==> src/rtl/pcfg_params.svh <==
// Register indices, reset values and field positions of the port config bank
`ifndef PCFG_PARAMS_SVH
`define PCFG_PARAMS_SVH

// Register indices; byte address is four times the index
`define PCFG_IDX_B1 10'h0B1
`define PCFG_IDX_B2 10'h0B2
`define PCFG_IDX_B3 10'h0B3
`define PCFG_IDX_B4 10'h0B4
`define PCFG_IDX_PAGE 10'h0C0
`define PCFG_IDX_MODE_STAT 10'h0C1

// Reset values
`define PCFG_RST_P0_MS1 8'hFF
`define PCFG_RST_P0_MS2 8'h00
`define PCFG_RST_P0_THR 8'h00
`define PCFG_RST_P0_SLEW 8'h00
`define PCFG_RST_P1_MS1 8'hFF
`define PCFG_RST_P1_MS2 8'h00
`define PCFG_RST_P1_THR 8'h00
`define PCFG_RST_P1_SLEW 8'h00
`define PCFG_RST_PAGE 1'b0

// Page values and field positions
`define PCFG_PAGE_0 1'b0
`define PCFG_PAGE_1 1'b1
`define PCFG_PAGE_BIT 0
`define PCFG_BYTE_LANE 0
`define PCFG_ALIGN_OK 2'h0
`define PCFG_ADDR_W 12

`endif

==> src/rtl/pcfg_pkg.sv <==
// Types shared by the port pin configuration bank
`default_nettype none

package pcfg_pkg;

  // Pin mode as {first select bit, second select bit}
  typedef enum logic [1:0] {
    PCFG_MODE_QUASI = 2'h0,
    PCFG_MODE_PUSH_PULL = 2'h1,
    PCFG_MODE_INPUT_ONLY = 2'h2,
    PCFG_MODE_OPEN_DRAIN = 2'h3
  } pcfg_mode_e;

  // Register selected by address and page
  typedef enum logic [3:0] {
    PCFG_SEL_NONE = 4'h0,
    PCFG_SEL_P0_MS1 = 4'h1,
    PCFG_SEL_P0_THR = 4'h3,
    PCFG_SEL_P0_MS2 = 4'h2,
    PCFG_SEL_P0_SLEW = 4'h6,
    PCFG_SEL_P1_MS1 = 4'h7,
    PCFG_SEL_P1_THR = 4'h5,
    PCFG_SEL_P1_MS2 = 4'h4,
    PCFG_SEL_RSVD = 4'hC,
    PCFG_SEL_PAGE = 4'hD,
    PCFG_SEL_STAT = 4'hF
  } pcfg_sel_e;

  // Per-port configuration handed to the pad ring
  typedef struct packed {
    logic [15:0] mode;
    logic [7:0] schmitt;
    logic [7:0] fast_slew;
  } pcfg_port_s;

endpackage

`default_nettype wire

==> src/rtl/pcfg_regs.sv <==
// Paged configuration register bank for two 8-pin ports, APB slave
//
// The APB slave port was left to the implementer.
`timescale 1ns/1ns
`default_nettype none
`include "pcfg_params.svh"

module pcfg_regs #(
  parameter int ADDR_W = `PCFG_ADDR_W
) (
  input wire logic core_clk_i,
  input wire logic sys_rst_i,
  input wire logic psel_i,
  input wire logic penable_i,
  input wire logic pwrite_i,
  input wire logic [ADDR_W-1:0] paddr_i,
  input wire logic [31:0] pwdata_i,
  input wire logic [3:0] pstrb_i,
  output logic [31:0] prdata_o,
  output logic pready_o,
  output logic pslverr_o,
  output var pcfg_pkg::pcfg_port_s port0_cfg_o,
  output var pcfg_pkg::pcfg_port_s port1_cfg_o
);

  logic [7:0] p0_ms1_q;
  logic [7:0] p0_ms2_q;
  logic [7:0] p0_thr_q;
  logic [7:0] p0_slew_q;
  logic [7:0] p1_ms1_q;
  logic [7:0] p1_ms2_q;
  logic [7:0] p1_thr_q;
  logic page_q;
  logic setup_w;
  logic access_w;
  logic wr_en_w;
  logic [7:0] wbyte_w;
  pcfg_pkg::pcfg_sel_e sel_w;

  // Address plus page to register; misaligned or unknown goes nowhere
  function automatic pcfg_pkg::pcfg_sel_e decode_sel(
    input logic [ADDR_W-1:0] addr,
    input logic page
  );
    pcfg_pkg::pcfg_sel_e s;
    s = pcfg_pkg::PCFG_SEL_NONE;
    if (addr[1:0] == `PCFG_ALIGN_OK)
    begin
      case (addr[ADDR_W-1:2])
        `PCFG_IDX_B1:
          s = (page == `PCFG_PAGE_1) ? pcfg_pkg::PCFG_SEL_P0_THR
                                     : pcfg_pkg::PCFG_SEL_P0_MS1;
        `PCFG_IDX_B2:
          s = (page == `PCFG_PAGE_1) ? pcfg_pkg::PCFG_SEL_P0_SLEW
                                     : pcfg_pkg::PCFG_SEL_P0_MS2;
        `PCFG_IDX_B3:
          s = (page == `PCFG_PAGE_1) ? pcfg_pkg::PCFG_SEL_P1_THR
                                     : pcfg_pkg::PCFG_SEL_P1_MS1;
        // Page-1 slot at B4 is not held here; reads zero, writes dropped
        `PCFG_IDX_B4:
          s = (page == `PCFG_PAGE_1) ? pcfg_pkg::PCFG_SEL_RSVD
                                     : pcfg_pkg::PCFG_SEL_P1_MS2;
        `PCFG_IDX_PAGE: s = pcfg_pkg::PCFG_SEL_PAGE;
        `PCFG_IDX_MODE_STAT: s = pcfg_pkg::PCFG_SEL_STAT;
        default: s = pcfg_pkg::PCFG_SEL_NONE;
      endcase
    end
    return s;
  endfunction

  // Interleave the two select bytes into per-pin mode pairs
  function automatic logic [15:0] pack_modes(
    input logic [7:0] first,
    input logic [7:0] second
  );
    logic [15:0] m;
    m = 16'h0000;
    for (int n = 0; n < 8; n++)
    begin
      m[2*n +: 2] = {first[n], second[n]};
    end
    return m;
  endfunction

  assign setup_w = psel_i & ~penable_i;
  assign access_w = psel_i & penable_i & pready_o;
  assign sel_w = decode_sel(paddr_i, page_q);
  assign wbyte_w = pwdata_i[8*`PCFG_BYTE_LANE +: 8];
  // Writes land only on the completing edge with the low lane strobed
  assign wr_en_w = access_w & pwrite_i & pstrb_i[`PCFG_BYTE_LANE];

  // Page control
  always_ff @(posedge core_clk_i)
  begin
    if (sys_rst_i)
      page_q <= `PCFG_RST_PAGE;
    else if (wr_en_w && sel_w == pcfg_pkg::PCFG_SEL_PAGE)
      page_q <= wbyte_w[`PCFG_PAGE_BIT];
  end

  // Port 0 mode selects
  always_ff @(posedge core_clk_i)
  begin
    if (sys_rst_i)
    begin
      p0_ms1_q <= `PCFG_RST_P0_MS1;
      p0_ms2_q <= `PCFG_RST_P0_MS2;
    end
    else if (wr_en_w)
    begin
      if (sel_w == pcfg_pkg::PCFG_SEL_P0_MS1)
        p0_ms1_q <= wbyte_w;
      if (sel_w == pcfg_pkg::PCFG_SEL_P0_MS2)
        p0_ms2_q <= wbyte_w;
    end
  end

  // Port 0 threshold and slew
  always_ff @(posedge core_clk_i)
  begin
    if (sys_rst_i)
    begin
      p0_thr_q <= `PCFG_RST_P0_THR;
      p0_slew_q <= `PCFG_RST_P0_SLEW;
    end
    else if (wr_en_w)
    begin
      if (sel_w == pcfg_pkg::PCFG_SEL_P0_THR)
        p0_thr_q <= wbyte_w;
      if (sel_w == pcfg_pkg::PCFG_SEL_P0_SLEW)
        p0_slew_q <= wbyte_w;
    end
  end

  // Port 1 mode selects; first resets to ones so pins start input-only
  always_ff @(posedge core_clk_i)
  begin
    if (sys_rst_i)
    begin
      p1_ms1_q <= `PCFG_RST_P1_MS1;
      p1_ms2_q <= `PCFG_RST_P1_MS2;
    end
    else if (wr_en_w)
    begin
      if (sel_w == pcfg_pkg::PCFG_SEL_P1_MS1)
        p1_ms1_q <= wbyte_w;
      if (sel_w == pcfg_pkg::PCFG_SEL_P1_MS2)
        p1_ms2_q <= wbyte_w;
    end
  end

  // Port 1 threshold
  always_ff @(posedge core_clk_i)
  begin
    if (sys_rst_i)
      p1_thr_q <= `PCFG_RST_P1_THR;
    else if (wr_en_w && sel_w == pcfg_pkg::PCFG_SEL_P1_THR)
      p1_thr_q <= wbyte_w;
  end

  // Pad-side config, one cycle behind the registers to keep outputs on flops
  always_ff @(posedge core_clk_i)
  begin
    if (sys_rst_i)
    begin
      port0_cfg_o <= '{mode: pack_modes(`PCFG_RST_P0_MS1, `PCFG_RST_P0_MS2),
                       schmitt: `PCFG_RST_P0_THR, fast_slew: `PCFG_RST_P0_SLEW};
      port1_cfg_o <= '{mode: pack_modes(`PCFG_RST_P1_MS1, `PCFG_RST_P1_MS2),
                       schmitt: `PCFG_RST_P1_THR, fast_slew: `PCFG_RST_P1_SLEW};
    end
    else
    begin
      port0_cfg_o.mode <= pack_modes(p0_ms1_q, p0_ms2_q);
      port0_cfg_o.schmitt <= p0_thr_q;
      port0_cfg_o.fast_slew <= p0_slew_q;
      port1_cfg_o.mode <= pack_modes(p1_ms1_q, p1_ms2_q);
      port1_cfg_o.schmitt <= p1_thr_q;
      // No port-1 slew control in this bank, pads keep normal edges
      port1_cfg_o.fast_slew <= `PCFG_RST_P1_SLEW;
    end
  end

  // APB answer built in setup so the access phase never waits
  always_ff @(posedge core_clk_i)
  begin
    if (sys_rst_i)
    begin
      pready_o <= 1'b0;
      pslverr_o <= 1'b0;
    end
    else if (setup_w)
    begin
      pready_o <= 1'b1;
      pslverr_o <= (sel_w == pcfg_pkg::PCFG_SEL_NONE);
    end
    else
    begin
      pready_o <= 1'b0;
      pslverr_o <= 1'b0;
    end
  end

  // Read data; narrow registers sit in the low byte, upper bits zero
  always_ff @(posedge core_clk_i)
  begin
    if (sys_rst_i)
      prdata_o <= 32'h0000_0000;
    else if (setup_w && !pwrite_i)
    begin
      case (sel_w)
        pcfg_pkg::PCFG_SEL_P0_MS1: prdata_o <= {24'h000000, p0_ms1_q};
        pcfg_pkg::PCFG_SEL_P0_MS2: prdata_o <= {24'h000000, p0_ms2_q};
        pcfg_pkg::PCFG_SEL_P0_THR: prdata_o <= {24'h000000, p0_thr_q};
        pcfg_pkg::PCFG_SEL_P0_SLEW: prdata_o <= {24'h000000, p0_slew_q};
        pcfg_pkg::PCFG_SEL_P1_MS1: prdata_o <= {24'h000000, p1_ms1_q};
        pcfg_pkg::PCFG_SEL_P1_MS2: prdata_o <= {24'h000000, p1_ms2_q};
        pcfg_pkg::PCFG_SEL_P1_THR: prdata_o <= {24'h000000, p1_thr_q};
        pcfg_pkg::PCFG_SEL_PAGE: prdata_o <= {31'h00000000, page_q};
        // Live pin modes as seen by the pads
        pcfg_pkg::PCFG_SEL_STAT: prdata_o <= {port1_cfg_o.mode, port0_cfg_o.mode};
        default: prdata_o <= 32'h0000_0000;
      endcase
    end
    else if (!psel_i)
      prdata_o <= 32'h0000_0000;
  end

  // Checks
  property p_p0_thr_follows;
    @(posedge core_clk_i) disable iff (sys_rst_i)
    (wr_en_w && sel_w == pcfg_pkg::PCFG_SEL_P0_THR)
      |-> ##2 (port0_cfg_o.schmitt == $past(wbyte_w, 2));
  endproperty
  a_p0_thr_follows: assert property (p_p0_thr_follows)
    else $error("port0 threshold output did not follow write");

  property p_p1_thr_follows;
    @(posedge core_clk_i) disable iff (sys_rst_i)
    (wr_en_w && sel_w == pcfg_pkg::PCFG_SEL_P1_THR)
      |-> ##2 (port1_cfg_o.schmitt == $past(wbyte_w, 2));
  endproperty
  a_p1_thr_follows: assert property (p_p1_thr_follows)
    else $error("port1 threshold output did not follow write");

  property p_p0_slew_follows;
    @(posedge core_clk_i) disable iff (sys_rst_i)
    (wr_en_w && sel_w == pcfg_pkg::PCFG_SEL_P0_SLEW)
      |-> ##2 (port0_cfg_o.fast_slew == $past(wbyte_w, 2));
  endproperty
  a_p0_slew_follows: assert property (p_p0_slew_follows)
    else $error("port0 slew output did not follow write");

  property p_p0_mode_pair;
    @(posedge core_clk_i) disable iff (sys_rst_i)
    (wr_en_w && sel_w == pcfg_pkg::PCFG_SEL_P0_MS2)
      |-> ##2 (port0_cfg_o.mode[0] == $past(wbyte_w[0], 2))
              && (port0_cfg_o.mode[1] == p0_ms1_q[0]);
  endproperty
  a_p0_mode_pair: assert property (p_p0_mode_pair)
    else $error("port0 pin0 mode not built from both selects");

  property p_p1_mode_pair;
    @(posedge core_clk_i) disable iff (sys_rst_i)
    (wr_en_w && sel_w == pcfg_pkg::PCFG_SEL_P1_MS1)
      |-> ##2 (port1_cfg_o.mode[15] == $past(wbyte_w[7], 2))
              && (port1_cfg_o.mode[14] == p1_ms2_q[7]);
  endproperty
  a_p1_mode_pair: assert property (p_p1_mode_pair)
    else $error("port1 pin7 mode not built from both selects");

  property p_p1_reset_input_only;
    @(posedge core_clk_i)
    $fell(sys_rst_i) |-> (p1_ms1_q == `PCFG_RST_P1_MS1) && (p1_ms2_q == `PCFG_RST_P1_MS2)
      && (port1_cfg_o.mode[1:0] == pcfg_pkg::PCFG_MODE_INPUT_ONLY);
  endproperty
  a_p1_reset_input_only: assert property (p_p1_reset_input_only)
    else $error("port1 did not leave reset in input-only mode");

  property p_page0_b2_keeps_slew;
    @(posedge core_clk_i) disable iff (sys_rst_i)
    (wr_en_w && paddr_i[ADDR_W-1:2] == `PCFG_IDX_B2 && paddr_i[1:0] == `PCFG_ALIGN_OK
      && page_q == `PCFG_PAGE_0)
      |=> $stable(p0_slew_q) && (p0_ms2_q == $past(wbyte_w));
  endproperty
  a_page0_b2_keeps_slew: assert property (p_page0_b2_keeps_slew)
    else $error("page 0 write at B2 reached the wrong register");

  property p_mode_encoding;
    @(posedge core_clk_i) disable iff (sys_rst_i)
    ##1 (port0_cfg_o.mode[5:4] == {$past(p0_ms1_q[2]), $past(p0_ms2_q[2])});
  endproperty
  a_mode_encoding: assert property (p_mode_encoding)
    else $error("mode pair order wrong on port0 pin2");

  property p_page1_b1_keeps_ms1;
    @(posedge core_clk_i) disable iff (sys_rst_i)
    (wr_en_w && paddr_i[ADDR_W-1:2] == `PCFG_IDX_B1 && paddr_i[1:0] == `PCFG_ALIGN_OK
      && page_q == `PCFG_PAGE_1)
      |=> $stable(p0_ms1_q) && (p0_thr_q == $past(wbyte_w));
  endproperty
  a_page1_b1_keeps_ms1: assert property (p_page1_b1_keeps_ms1)
    else $error("page 1 write at B1 reached the wrong register");

  property p_p1_thr_reset;
    @(posedge core_clk_i)
    $fell(sys_rst_i) |-> (p1_thr_q == `PCFG_RST_P1_THR)
      && (port1_cfg_o.schmitt == `PCFG_RST_P1_THR);
  endproperty
  a_p1_thr_reset: assert property (p_p1_thr_reset)
    else $error("port1 threshold not zero after reset");

  property p_p0_ms2_reset;
    @(posedge core_clk_i)
    $fell(sys_rst_i) |-> (p0_ms2_q == `PCFG_RST_P0_MS2)
      && (port0_cfg_o.fast_slew == `PCFG_RST_P0_SLEW);
  endproperty
  a_p0_ms2_reset: assert property (p_p0_ms2_reset)
    else $error("port0 second mode select not zero after reset");

  property p_page1_b2_read;
    @(posedge core_clk_i) disable iff (sys_rst_i)
    (setup_w && !pwrite_i && paddr_i[ADDR_W-1:2] == `PCFG_IDX_B2
      && paddr_i[1:0] == `PCFG_ALIGN_OK && page_q == `PCFG_PAGE_1)
      |=> (prdata_o == {24'h000000, $past(p0_slew_q)});
  endproperty
  a_page1_b2_read: assert property (p_page1_b2_read)
    else $error("page 1 read at B2 did not return the slew register");

  property p_rsvd_write_dropped;
    @(posedge core_clk_i) disable iff (sys_rst_i)
    (wr_en_w && paddr_i[ADDR_W-1:2] == `PCFG_IDX_B4 && paddr_i[1:0] == `PCFG_ALIGN_OK
      && page_q == `PCFG_PAGE_1)
      |=> $stable(p1_ms2_q) && $stable(p1_ms1_q);
  endproperty
  a_rsvd_write_dropped: assert property (p_rsvd_write_dropped)
    else $error("page 1 write at B4 changed a port1 mode select");

  property p_apb_no_wait;
    @(posedge core_clk_i) disable iff (sys_rst_i)
    setup_w |=> pready_o ##1 !pready_o;
  endproperty
  a_apb_no_wait: assert property (p_apb_no_wait)
    else $error("apb answer not exactly one access cycle");

endmodule

`default_nettype wire

==> config.mk <==
export PLATFORM = sky130hd
export DESIGN_NAME = pcfg_regs
export DESIGN_NICKNAME = d
export VERILOG_FILES = /design/src/rtl/pcfg_pkg.sv /design/src/rtl/pcfg_regs.sv
export VERILOG_INCLUDE_DIRS = /design/src /design/src/rtl
export SDC_FILE = /design/constraint.sdc
export NUM_CORES = 1
export LEC_CHECK = 0
export BUFFER_PORTS_ARGS = -buffer_cell sky130_fd_sc_hd__buf_2
export CORE_MARGIN = 2
export CORE_UTILIZATION = 30
export DETAILED_ROUTE_END_ITERATION = 7
export PLACE_DENSITY = 0.48
export RECOVER_POWER = 25
export SYNTH_ARGS = -nofsm -noshare
export SYNTH_HDL_FRONTEND = slang
export SYNTH_SLANG_ARGS = --single-unit
==> constraint.sdc <==
create_clock -name core_clk_i -period 3.34 [get_ports core_clk_i]
set_input_delay 0.501 -clock core_clk_i [delete_from_list [all_inputs] [get_ports core_clk_i]]
set_output_delay 0.501 -clock core_clk_i [all_outputs]
set_load 0.01 [all_outputs]
## Yosys cells after proc, flatten, opt, wreduce, memory -nomap -nowiden

Cells that the tools add are included.

- ROM bits: 0
- Latch bits: 0
- Memories: 0
- Output and inout bits: 98
- Input bits: 53
- Bits in writable memories: 0
- Register bits: 155

- Multiplexer cells: 10
- Bitwise gates (word level): 7
- Multiply operators: 0
- $add $sub $neg: 0
- Reduce and logical (&&, ||, !) cells: 13
- Divide/modulo/power cells: 0
- Shifts and indexed selects: 0
- Magnitude comparators: 0
- Eq/ne operators: 16

Operators by type and width:

| cell | number |
|---|---|
| 32-bit case mux with 9 select lines | 1 |
| 32-bit 2-to-1 mux | 2 |
| 10-bit by 8-bit == test with 1-bit output (second input constant) | 6 |
| 4-bit case mux with 6 select lines | 1 |
| 4-bit by 3-bit == test with 1-bit output (second input constant) | 4 |
| 2-bit AND reduction | 6 |
| 4-bit by 2-bit == test with 1-bit output (second input constant) | 2 |
| 4-bit == test (second input constant) | 2 |
| 4-bit 2-to-1 mux | 2 |
| 1-bit bitwise AND | 5 |
| 4-bit by 1-bit == test with 1-bit output (second input constant) | 1 |
| 4-bit logical NOT | 1 |
| 2-bit 2-to-1 mux | 2 |
| 1-bit logical AND | 3 |
| 3-bit 2-to-1 mux | 1 |
| 2-bit logical NOT | 1 |
| 2-bit by 1-bit != test with 1-bit output (second input constant) | 1 |
| 1-bit inverter | 2 |
| 2-bit OR reduction | 1 |
| 1-bit logical NOT | 1 |
| 1-bit 2-to-1 mux | 1 |

## Depth between registers and ports, before layout

Gate-level depths: netlist of run 1.

- Depth after elaboration: 6
- Depth in mapped cells: 9

## Worst setup path before layout of run 1

OpenSTA, ideal clock, no wires.

- Kind: input to register
- Start: input paddr_i[5]
- End: register p0_ms1_q[5]
- Data arrival time: 2.461 ns
- Setup slack: 0.759 ns
- Buffers on the path: 4
- Stages on the path: 9
- Path through: buf_6 -> or4_4 -> buf_6 -> or3_1 -> buf_2 -> nor3_4 -> buf_4 -> nor2b_1 -> a211o_1

- Cells in the longest elaborated chain, start to end: 5

Ends and longest elaborated chain:

| element | RTL line | RTL |
|---|---|---|
| start, declared | pcfg_regs.sv:16 | `input wire logic [ADDR_W-1:0] paddr_i,` |
| 10-bit by 8-bit == test with 1-bit output | pcfg_regs.sv:49 | `case (addr[ADDR_W-1:2])` |
| 4-bit case mux with 6 select lines * | pcfg_regs.sv:49 |  |
| 4-bit 2-to-1 mux * | pcfg_regs.sv:47 | `` if (addr[1:0] == `PCFG_ALIGN_OK) `` |
| 4-bit by 1-bit == test with 1-bit output * | pcfg_regs.sv:111 | `if (sel_w == pcfg_pkg::PCFG_SEL_P0_MS1)` |
| 2-bit AND reduction (no source line) * | - |  |
| end signal, assigned | pcfg_regs.sv:106 | `` p0_ms1_q <= `PCFG_RST_P0_MS1; `` |
| end signal, assigned | pcfg_regs.sv:112 | `p0_ms1_q <= wbyte_w;` |
| end, declared | pcfg_regs.sv:26 | `logic [7:0] p0_ms1_q;` |

Mark *: on every way between the ends. The rest lies on a longest branch, timed or not.
A chain may end at the register's enable or synchronous reset.

==> parameters.txt, run 1 <==
Parameter                              Value

Synthesis
  Yosys warning total ... 0
  Post-synthesis register bit count ... between 100 and 150
  Average cell area after synthesis ... around 9.8 sq um
  Sequential share of the synthesized area ... between 50% and 60%
  Post-synthesis cell area ... approximately 0.0057 sq mm
  Share of synthesized flip-flops with an asynchronous set or reset ... 0%
  Number of synthesized flops with an enable pin ... 0
  Number of distinct standard cells referenced by the synthesized netlist ... between 50 and 60
  Synth Flop Type ... sky130_fd_sc_hd__dfxtp_1
  Synthesized netlist cell count ... 581

STA
  Highest attainable clock frequency ... about 0.37 GHz
  Count of endpoints failing setup in the final report ... 0
  Final hold violation count ... 0
  Final sum of negative setup slack ... 0 ps
  Worst slew pin tran ... 2500 ps
  Setup clock skew after layout ... about 10 ps
  Number of max-slew violations in the final report ... 57
  RSZ-0062 raised after global routing ... false
  Worst hold slack ... approximately 380 ps
  Final cycle utilization of the critical path ... between 80% and 90%
  Final Critical Period ... 2710 ps
  Slew Limit Headroom ... -66.7%
  Post-layout worst setup margin ... 629 ps

Setup path
  Startpoint types ... input pin
  Family with the most delay on the worst path ... buffers and inverters
  Type of destination of the critical path ... register
  Max FO, Critical Path ... 57
  Reg2Reg Depth ... 7
  Setup slack of the worst register-to-register path ... 820 ps
  Launch point of the critical path ... sys_rst_i
  End point of the critical path ... prdata_o[5]
  Number of buffer and inverter stages on the critical path ... 2
  End of the worst register-to-register path ... prdata_o[4]
  Launch instance of the worst register-to-register path ... page_q
  Required arrival time at the worst endpoint ... roughly 3700 ps
  Max incr delay on CP ... between 1500 and 2000 ps
  Data arrival time at the worst-slack endpoint ... 3020 ps
  Cell breakdown of the critical path ... clkbuf_1 -> buf_4 -> a21o_1 -> a31oi_1
  Cell type of the slowest stage on the worst timing path ... sky130_fd_sc_hd__clkbuf_1
  Number of cells on the critical path ... 4
  Start-to-end type of the worst setup path ... input pin to register

Min path
  Class of the tightest hold or removal check ... input pin to register

Clock network
  Clock transition at path regs ... approximately 60 ps
  Number of clock sinks ... about 150
  Max Root-Sink Buffers ... 2
  Number of hold buffers added after cts ... 0
  Clock buffers created by TritonCTS ... 17
  TritonCTS clock tree ... yes
  Root buffer cell ... sky130_fd_sc_hd__clkbuf_16
  Max H-tree Level ... 4
  Number of instances resized during post-cts repair ... 0
  Buffer count from post-CTS setup fixing ... 0
  Clock latency on the worst-skew pair ... 420 ps

Placement
  Detailed placer's ending HPWL ... between 10,000 and 15,000 microns
  Area after detailed placement ... 0.00649 sq mm
  Worst slack, placed ... just over 400 ps
  Routability congestion estimate from global placement ... 0.889
  Placed insts ... between 900 and 1,000
  Port Buffers ... 115

Detailed routing
  Number of vias per cell ... around 4.9
  Number of iterations in the first detailed-routing pass ... 5
  Residual antenna-violating net count after detailed routing ... 0
  WL final ... roughly 17,000 microns
  Drt first-iter violations ... ~260
  Residual DRC ... 0
  Average wire length per cell after detail routing ... 17.6 microns
  Vias after detailed routing ... 4,617

Die
  Count of boundary I/O pins ... approximately 150
  Initial core utilization ... 30.6%
  X dimension of the die ... 142 microns
  Placeable core region ... about 0.019 sq mm
  Row count ... 50
  Vertical extent of the die ... between 100 and 150 microns
  Total die area ... between 0.02 and 0.025 sq mm

Pwr
  Switch Pwr ... slightly below 900 uW
  Switching fraction of total power ... a little under a quarter
  Fraction of power consumed by the clock network ... between 50% and 60%
  Sequential Power Share ... between 40% and 50%
  Internal power summed over all cells ... 2.93 mW
  Leakage power figure ... 3.01 nW
  Tot Pwr ... approximately 3.8 mW
  Combinational power share ... under 10%
  Power per Cell Area ... 537 mW/mm^2
  Worst VDD drop ... ~0.39 mV

Global route
  Number of antenna violations at the first check in global routing ... 0
  Pin count of the biggest net entering global routing ... just under 60
  Remaining global-route overflow ... 0
  Number of global-route vias before repair ... ~4,400
  First-pass GRT wire length ... about 25,000 microns
  Global-route total usage across every layer ... 16.4%

Final layout
  Antenna cell count ... 0
  Utilization of the core after routing ... 37.9%
  Filler Cells Inserted ... between 1,500 and 2,000
  Final std cell area, no fill ... ~0.007 sq mm
  Non-filler instance count after layout ... 937
  NumNets Final ... between 700 and 800
  Fraction of final layout cells sized beyond drive strength 1 ... about 28%
  Layout overhead on the synthesized area ... 24.0%

Run status
  Status ... finished with violations
  Violated checks ... max-capacitance violations, max-slew violations

Flow run
  Maximum Capacitance Violations ... 1
per-layer routing:
metal | global-route usage [%] | vias up | share of wire, %
met2 | 25.9 | 150 | 46
met5 | 0 | - | 0
met1 | 22.0 | 2200 | 48
met3 | 3.20 | 25 | 4.3
met4 | 6.74 | 0 | 2.1
li1 | - | 2242 | -
flip-flops by register name, indices dropped and copies added (netlist names):
name         count
p0_ms1_q         8
p0_ms2_q         8
p0_slew_q        8
p0_thr_q         8
p1_ms1_q         8
p1_ms2_q         8
p1_thr_q         8
page_q           1
port0_cfg_o     32
port1_cfg_o     24
prdata_o        32
pready_o         1
pslverr_o        1
how the worst min path moves through the flow:
stage / from / to / slack, ps / cells past startpoint
3_5_place_dp: p0_ms1_q[3] / port0_cfg_o[23] / 450 / 1
5_1_grt: psel_i / pready_o / 390 / 3
2_1_floorplan: p0_ms1_q[1] / port0_cfg_o[19] / 430 / 1
4_1_cts: psel_i / pready_o / 360 / 3
6_report: psel_i / pready_o / 380 / 3
3_3_place_gp: p0_ms1_q[3] / port0_cfg_o[23] / 450 / 1
logic make-up after synthesis:
| kind of cell | share of synthesized area (%) |
|---|---|
| AO/OA/AOI/OAI | 13.8 |
| buffers and inverters | 4.75 |
| flip-flops | 51.5 |
| AND/OR/NAND/NOR | 21.6 |
| other | 0.0656 |
| multiplexers | 8.31 |
power by group through the flow:
stage | Sequential (mW) | Clock [mW] | Combinational (mW)
detailed placement | 1.79 | 0 | 0.117
finish | 1.75 | 1.94 | 0.117
floorplan | 1.79 | 0 | 0.0718
CTS | 1.75 | 1.98 | 0.117
global route | 1.75 | 2.05 | 0.126
global placement | 1.79 | 0 | 0.116
Yosys cell counts (2+ instances only):
| cell type | number | area, sq um |
|---|---|---|
| sky130_fd_sc_hd__a2111oi_0 | 2 | 17.5 |
| sky130_fd_sc_hd__a211o_1 | 10 | 87.6 |
| sky130_fd_sc_hd__a21boi_0 | 2 | 15.0 |
| sky130_fd_sc_hd__a21o_1 | 3 | 22.5 |
| sky130_fd_sc_hd__a21oi_1 | 20 | 100 |
| sky130_fd_sc_hd__a221oi_1 | 9 | 78.8 |
| sky130_fd_sc_hd__a22oi_1 | 26 | 195 |
| sky130_fd_sc_hd__a2bb2oi_1 | 4 | 35.0 |
| sky130_fd_sc_hd__a31oi_1 | 3 | 18.8 |
| sky130_fd_sc_hd__a32oi_1 | 7 | 61.3 |
| sky130_fd_sc_hd__and2_1 | 2 | 12.5 |
| sky130_fd_sc_hd__and3_1 | 4 | 25.0 |
| sky130_fd_sc_hd__and3b_1 | 2 | 17.5 |
| sky130_fd_sc_hd__buf_2 | 7 | 35.0 |
| sky130_fd_sc_hd__buf_4 | 9 | 67.6 |
| sky130_fd_sc_hd__buf_6 | 5 | 56.3 |
| sky130_fd_sc_hd__clkbuf_1 | 28 | 105 |
| sky130_fd_sc_hd__dfxtp_1 | 147 | 2940 |
| sky130_fd_sc_hd__inv_1 | 2 | 7.51 |
| sky130_fd_sc_hd__mux2_2 | 4 | 45.0 |
| sky130_fd_sc_hd__mux2i_1 | 43 | 430 |
| sky130_fd_sc_hd__nand2_1 | 36 | 135 |
| sky130_fd_sc_hd__nand2b_1 | 11 | 68.8 |
| sky130_fd_sc_hd__nand3_1 | 24 | 120 |
| sky130_fd_sc_hd__nand4_1 | 2 | 12.5 |
| sky130_fd_sc_hd__nor2_1 | 62 | 233 |
| sky130_fd_sc_hd__nor2b_1 | 48 | 300 |
| sky130_fd_sc_hd__nor3_1 | 4 | 20.0 |
| sky130_fd_sc_hd__nor3_4 | 2 | 32.5 |
| sky130_fd_sc_hd__nor4_1 | 2 | 12.5 |
| sky130_fd_sc_hd__nor4b_1 | 2 | 17.5 |
| sky130_fd_sc_hd__o21ai_0 | 2 | 10.0 |
| sky130_fd_sc_hd__o22a_1 | 4 | 35.0 |
| sky130_fd_sc_hd__or2_2 | 18 | 113 |
| sky130_fd_sc_hd__or3_1 | 2 | 12.5 |
worst reg2reg max path: stages (launching register included):
cell	delay [ps]
sky130_fd_sc_hd__dfxtp_1	370
sky130_fd_sc_hd__a21boi_0	130
sky130_fd_sc_hd__o211ai_1	360
sky130_fd_sc_hd__a211o_1	470
sky130_fd_sc_hd__buf_4	290
sky130_fd_sc_hd__mux2_2	360
sky130_fd_sc_hd__a221oi_1	270
sky130_fd_sc_hd__a221oi_1	120
placed cells by master, fill, tap and decap left out, drive strengths merged, types with 3 or more instances in the layout:
cell / instances
clkbuf: 21
or2: 18
and3: 4
a21oi: 20
nor4: 3
nand2: 36
nand3: 24
a211o: 10
a21o: 3
buf: 129
a22oi: 26
a32oi: 7
nor4b: 3
inv: 10
nor2: 62
nor3: 7
a31oi: 3
clkinvlp: 4
a2bb2oi: 4
nor2b: 48
mux2i: 43
o21ai: 4
a21boi: 3
nand2b: 11
a221oi: 9
conb: 8
o22a: 4
dfxtp: 147
mux2: 4
final cells by class:
class / instances / area [sq um] / area share (%)
Sequential cell: 147 / 2940 / 41.5
Tap cell: 234 / 293 / 4.13
Timing Repair Buffer: 132 / 712 / 10.0
Clock buffer: 18 / 439 / 6.19
Inverter: 2 / 7.51 / 0.106
Clock inverter: 14 / 165 / 2.33
Multi-Input combinational cell: 390 / 2530 / 35.7
Power figures use the tool's default switching activity.
==> inputs of run 2 (changes only) <==
==> constraint.sdc (replaced) <==
create_clock -name core_clk_i -period 2.6 [get_ports core_clk_i]
set_input_delay 0.39 -clock core_clk_i [delete_from_list [all_inputs] [get_ports core_clk_i]]
set_output_delay 0.39 -clock core_clk_i [all_outputs]
set_load 0.01 [all_outputs]
==> parameters.txt, run 2 (synthesized netlist as in run 1, its figures left out) <==
Parameter                              Value

Run status
  Status ... finished clean

Setup path
  Number of cells on the critical path ... 7 (+3)
  Max incr delay on CP ... 510 ps (-1230 ps)
  Required arrival time at the worst endpoint ... 2830 ps (-820 ps)
  Type of destination of the critical path ... register
  Reg2Reg Depth ... 7 (unchanged)
  End of the worst register-to-register path ... prdata_o[4]
  Launch point of the critical path ... page_q
  End point of the critical path ... prdata_o[4]
  Start-to-end type of the worst setup path ... register to register
  Cell breakdown of the critical path ... and3b_1 -> o211ai_1 -> a211o_1 -> buf_4 -> mux2i_1 -> a2bb2oi_1 -> a221oi_1
  Family with the most delay on the worst path ... compound AO/OA/AOI/OAI gates
  Cell type of the slowest stage on the worst timing path ... sky130_fd_sc_hd__a211o_1
  Number of buffer and inverter stages on the critical path ... 1 (-1)
  Max FO, Critical Path ... 9 (-84%)
  Launch instance of the worst register-to-register path ... page_q
  Setup slack of the worst register-to-register path ... 280 ps (-540 ps)
  Data arrival time at the worst-slack endpoint ... 2560 ps (-460 ps)
  Startpoint types ... register

STA
  Count of endpoints failing setup in the final report ... 0 (unchanged)
  Final sum of negative setup slack ... 0 ps (unchanged)
  RSZ-0062 raised after global routing ... false
  Worst hold slack ... 269 ps (-113 ps)
  Post-layout worst setup margin ... 278 ps (-351 ps)
  Final Critical Period ... 2320 ps
  Final hold violation count ... 0 (unchanged)
  Slew Limit Headroom ... 14.9% (+82 points)
  Highest attainable clock frequency ... ~0.43 GHz
  Number of max-slew violations in the final report ... 0 (-100%)
  Setup clock skew after layout ... 6.49 ps (-3.39 ps)
  Final cycle utilization of the critical path ... between 80% and 90%
  Worst slew pin tran ... 1280 ps (-1220 ps)

Pwr
  Power per Cell Area ... 651 mW/mm^2 (+21%)
  Worst VDD drop ... 0.457 mV (+17%)
  Leakage power figure ... 3.08 nW (+2.2%)

Placement
  Area after detailed placement ... 0.00665 sq mm (+2.4%)
  Routability congestion estimate from global placement ... 0.834 (-6.1%)
  Detailed placer's ending HPWL ... 12,400 microns (+3.3%)
  Port Buffers ... 115 (unchanged)
  Worst slack, placed ... -41.2 ps (-446 ps)

Final layout
  Layout overhead on the synthesized area ... 25.5%
  Largest registers ... port0_cfg_o: 32 flops, prdata_o: 32 flops, port1_cfg_o: 24 flops
  NumNets Final ... 762 (+2.6%)
  Final std cell area, no fill ... 0.00718 sq mm (+1.2%)
  Leading cell type in the layout, fill and taps excluded ... sky130_fd_sc_hd__dfxtp_1
  Antenna cell count ... 0 (unchanged)
  Utilization of the core after routing ... 38.4% (+0.45 points)
  Fraction of final layout cells sized beyond drive strength 1 ... 29.8% (+2.0 points)
  Multi-input combinational cell area ... 0.00254 sq mm (+0.20%)
  Highest-count cells in the layout ignoring fill and taps ... sky130_fd_sc_hd__dfxtp_1, sky130_fd_sc_hd__buf_2, sky130_fd_sc_hd__nor2_1
  Flip-flop and latch area ... 0.00294 sq mm (unchanged)
  Filler Cells Inserted ... 1,882 (+1.1%)

Clock network
  Clock buffers created by TritonCTS ... 17 (unchanged)
  Root buffer cell ... sky130_fd_sc_hd__clkbuf_16
  Clock transition at path regs ... 60 ps (about the same)
  Number of hold buffers added after cts ... 0 (unchanged)
  TritonCTS clock tree ... yes
  Buffer count from post-CTS setup fixing ... 0 (unchanged)
  Max H-tree Level ... 4 (unchanged)
  Clock latency on the worst-skew pair ... 420 ps (about the same)
  Number of clock sinks ... 147 (unchanged)
  Max Root-Sink Buffers ... 2 (unchanged)

Global route
  Pin count of the biggest net entering global routing ... 74 (+25%)
  Number of antenna violations at the first check in global routing ... 0 (unchanged)
  Number of global-route vias before repair ... 4,469 (+1.8%)
  Remaining global-route overflow ... 0 (unchanged)
  First-pass GRT wire length ... 25,900 microns (+3.0%)
  Global-route total usage across every layer ... 16.9% (+0.52 points)

Detailed routing
  Residual antenna-violating net count after detailed routing ... 0 (unchanged)
  Number of vias per cell ... 4.86 (-1.5%)
  Vias after detailed routing ... 4,642 (+0.54%)
  Residual DRC ... 0 (unchanged)
  WL final ... 16,900 microns (+2.6%)
  Number of iterations in the first detailed-routing pass ... 5 (unchanged)
  Drt first-iter violations ... 302 (+18%)
  Average wire length per cell after detail routing ... 17.7 microns (+0.58%)

Min path
  Class of the tightest hold or removal check ... input pin to register

Flow run
  Maximum Capacitance Violations ... 0 (-1)

Die
  Row count ... 50 (unchanged)
  Initial core utilization ... 30.6% (unchanged)
  Count of boundary I/O pins ... 151 (unchanged)
  Placeable core region ... 0.0187 sq mm (unchanged)
  X dimension of the die ... 142 microns (unchanged)
  Vertical extent of the die ... 142 microns (unchanged)
  Total die area ... 0.0202 sq mm (unchanged)
run 2: what timing repair did:
| action | in CTS | in global routing |
|---|---|---|
| hold endpoints to repair | 0 | 0 |
| gates resized for setup | 0 | 1 |
| endpoints found under the setup margin | 0 | 3 |
run 2: metal layers:
metal	vias to the layer above	routed length, microns	track usage, %
met1	2193	8220	23.2
li1	2289	-	-
met4	0	238	5.21
met2	143	7730	26.7
met3	17	758	3.50
met5	-	0	0
run 2: worst min-delay path, cell delays in order:
cell and delay, ps:
sky130_fd_sc_hd__buf_2 110, sky130_fd_sc_hd__nand2b_1 80, sky130_fd_sc_hd__nor2_1 50
run 2: how the worst min path moves through the flow:
stage                     start               to  slack [ps]  cells after the start
global route             psel_i         pready_o         290                      3
floorplan           p0_ms1_q[1]  port0_cfg_o[19]         430                      1
detailed placement  p0_ms1_q[3]  port0_cfg_o[23]         450                      1
CTS                      psel_i         pready_o         250                      3
finish                   psel_i         pready_o         270                      3
global placement    p0_ms1_q[3]  port0_cfg_o[23]         450                      1
run 2: cell type report:
| class | instances | share of cell area [%] |
|---|---|---|
| clock inverters | 15 | 1.69 |
| well taps | 234 | 4.08 |
| repair buffers | 151 | 11.8 |
| flip-flops and latches | 147 | 41.0 |
| clock buffers | 17 | 5.93 |
| multi-input cells | 390 | 35.4 |
| inverters | 2 | 0.105 |
run 2: power by group:
group          internal (mW)  switching (mW)
Combinational         0.0434           0.115
Sequential              2.25        0.000602
Clock                   1.24            1.02
Total                   3.54            1.14
run 2: metrics by stage:
step,power [mW],std cells
4_1_cts,4.73,956
3_5_place_dp,2.46,924
2_1_floorplan,2.40,588
6_report,4.67,956
5_1_grt,4.83,956
3_3_place_gp,2.46,924
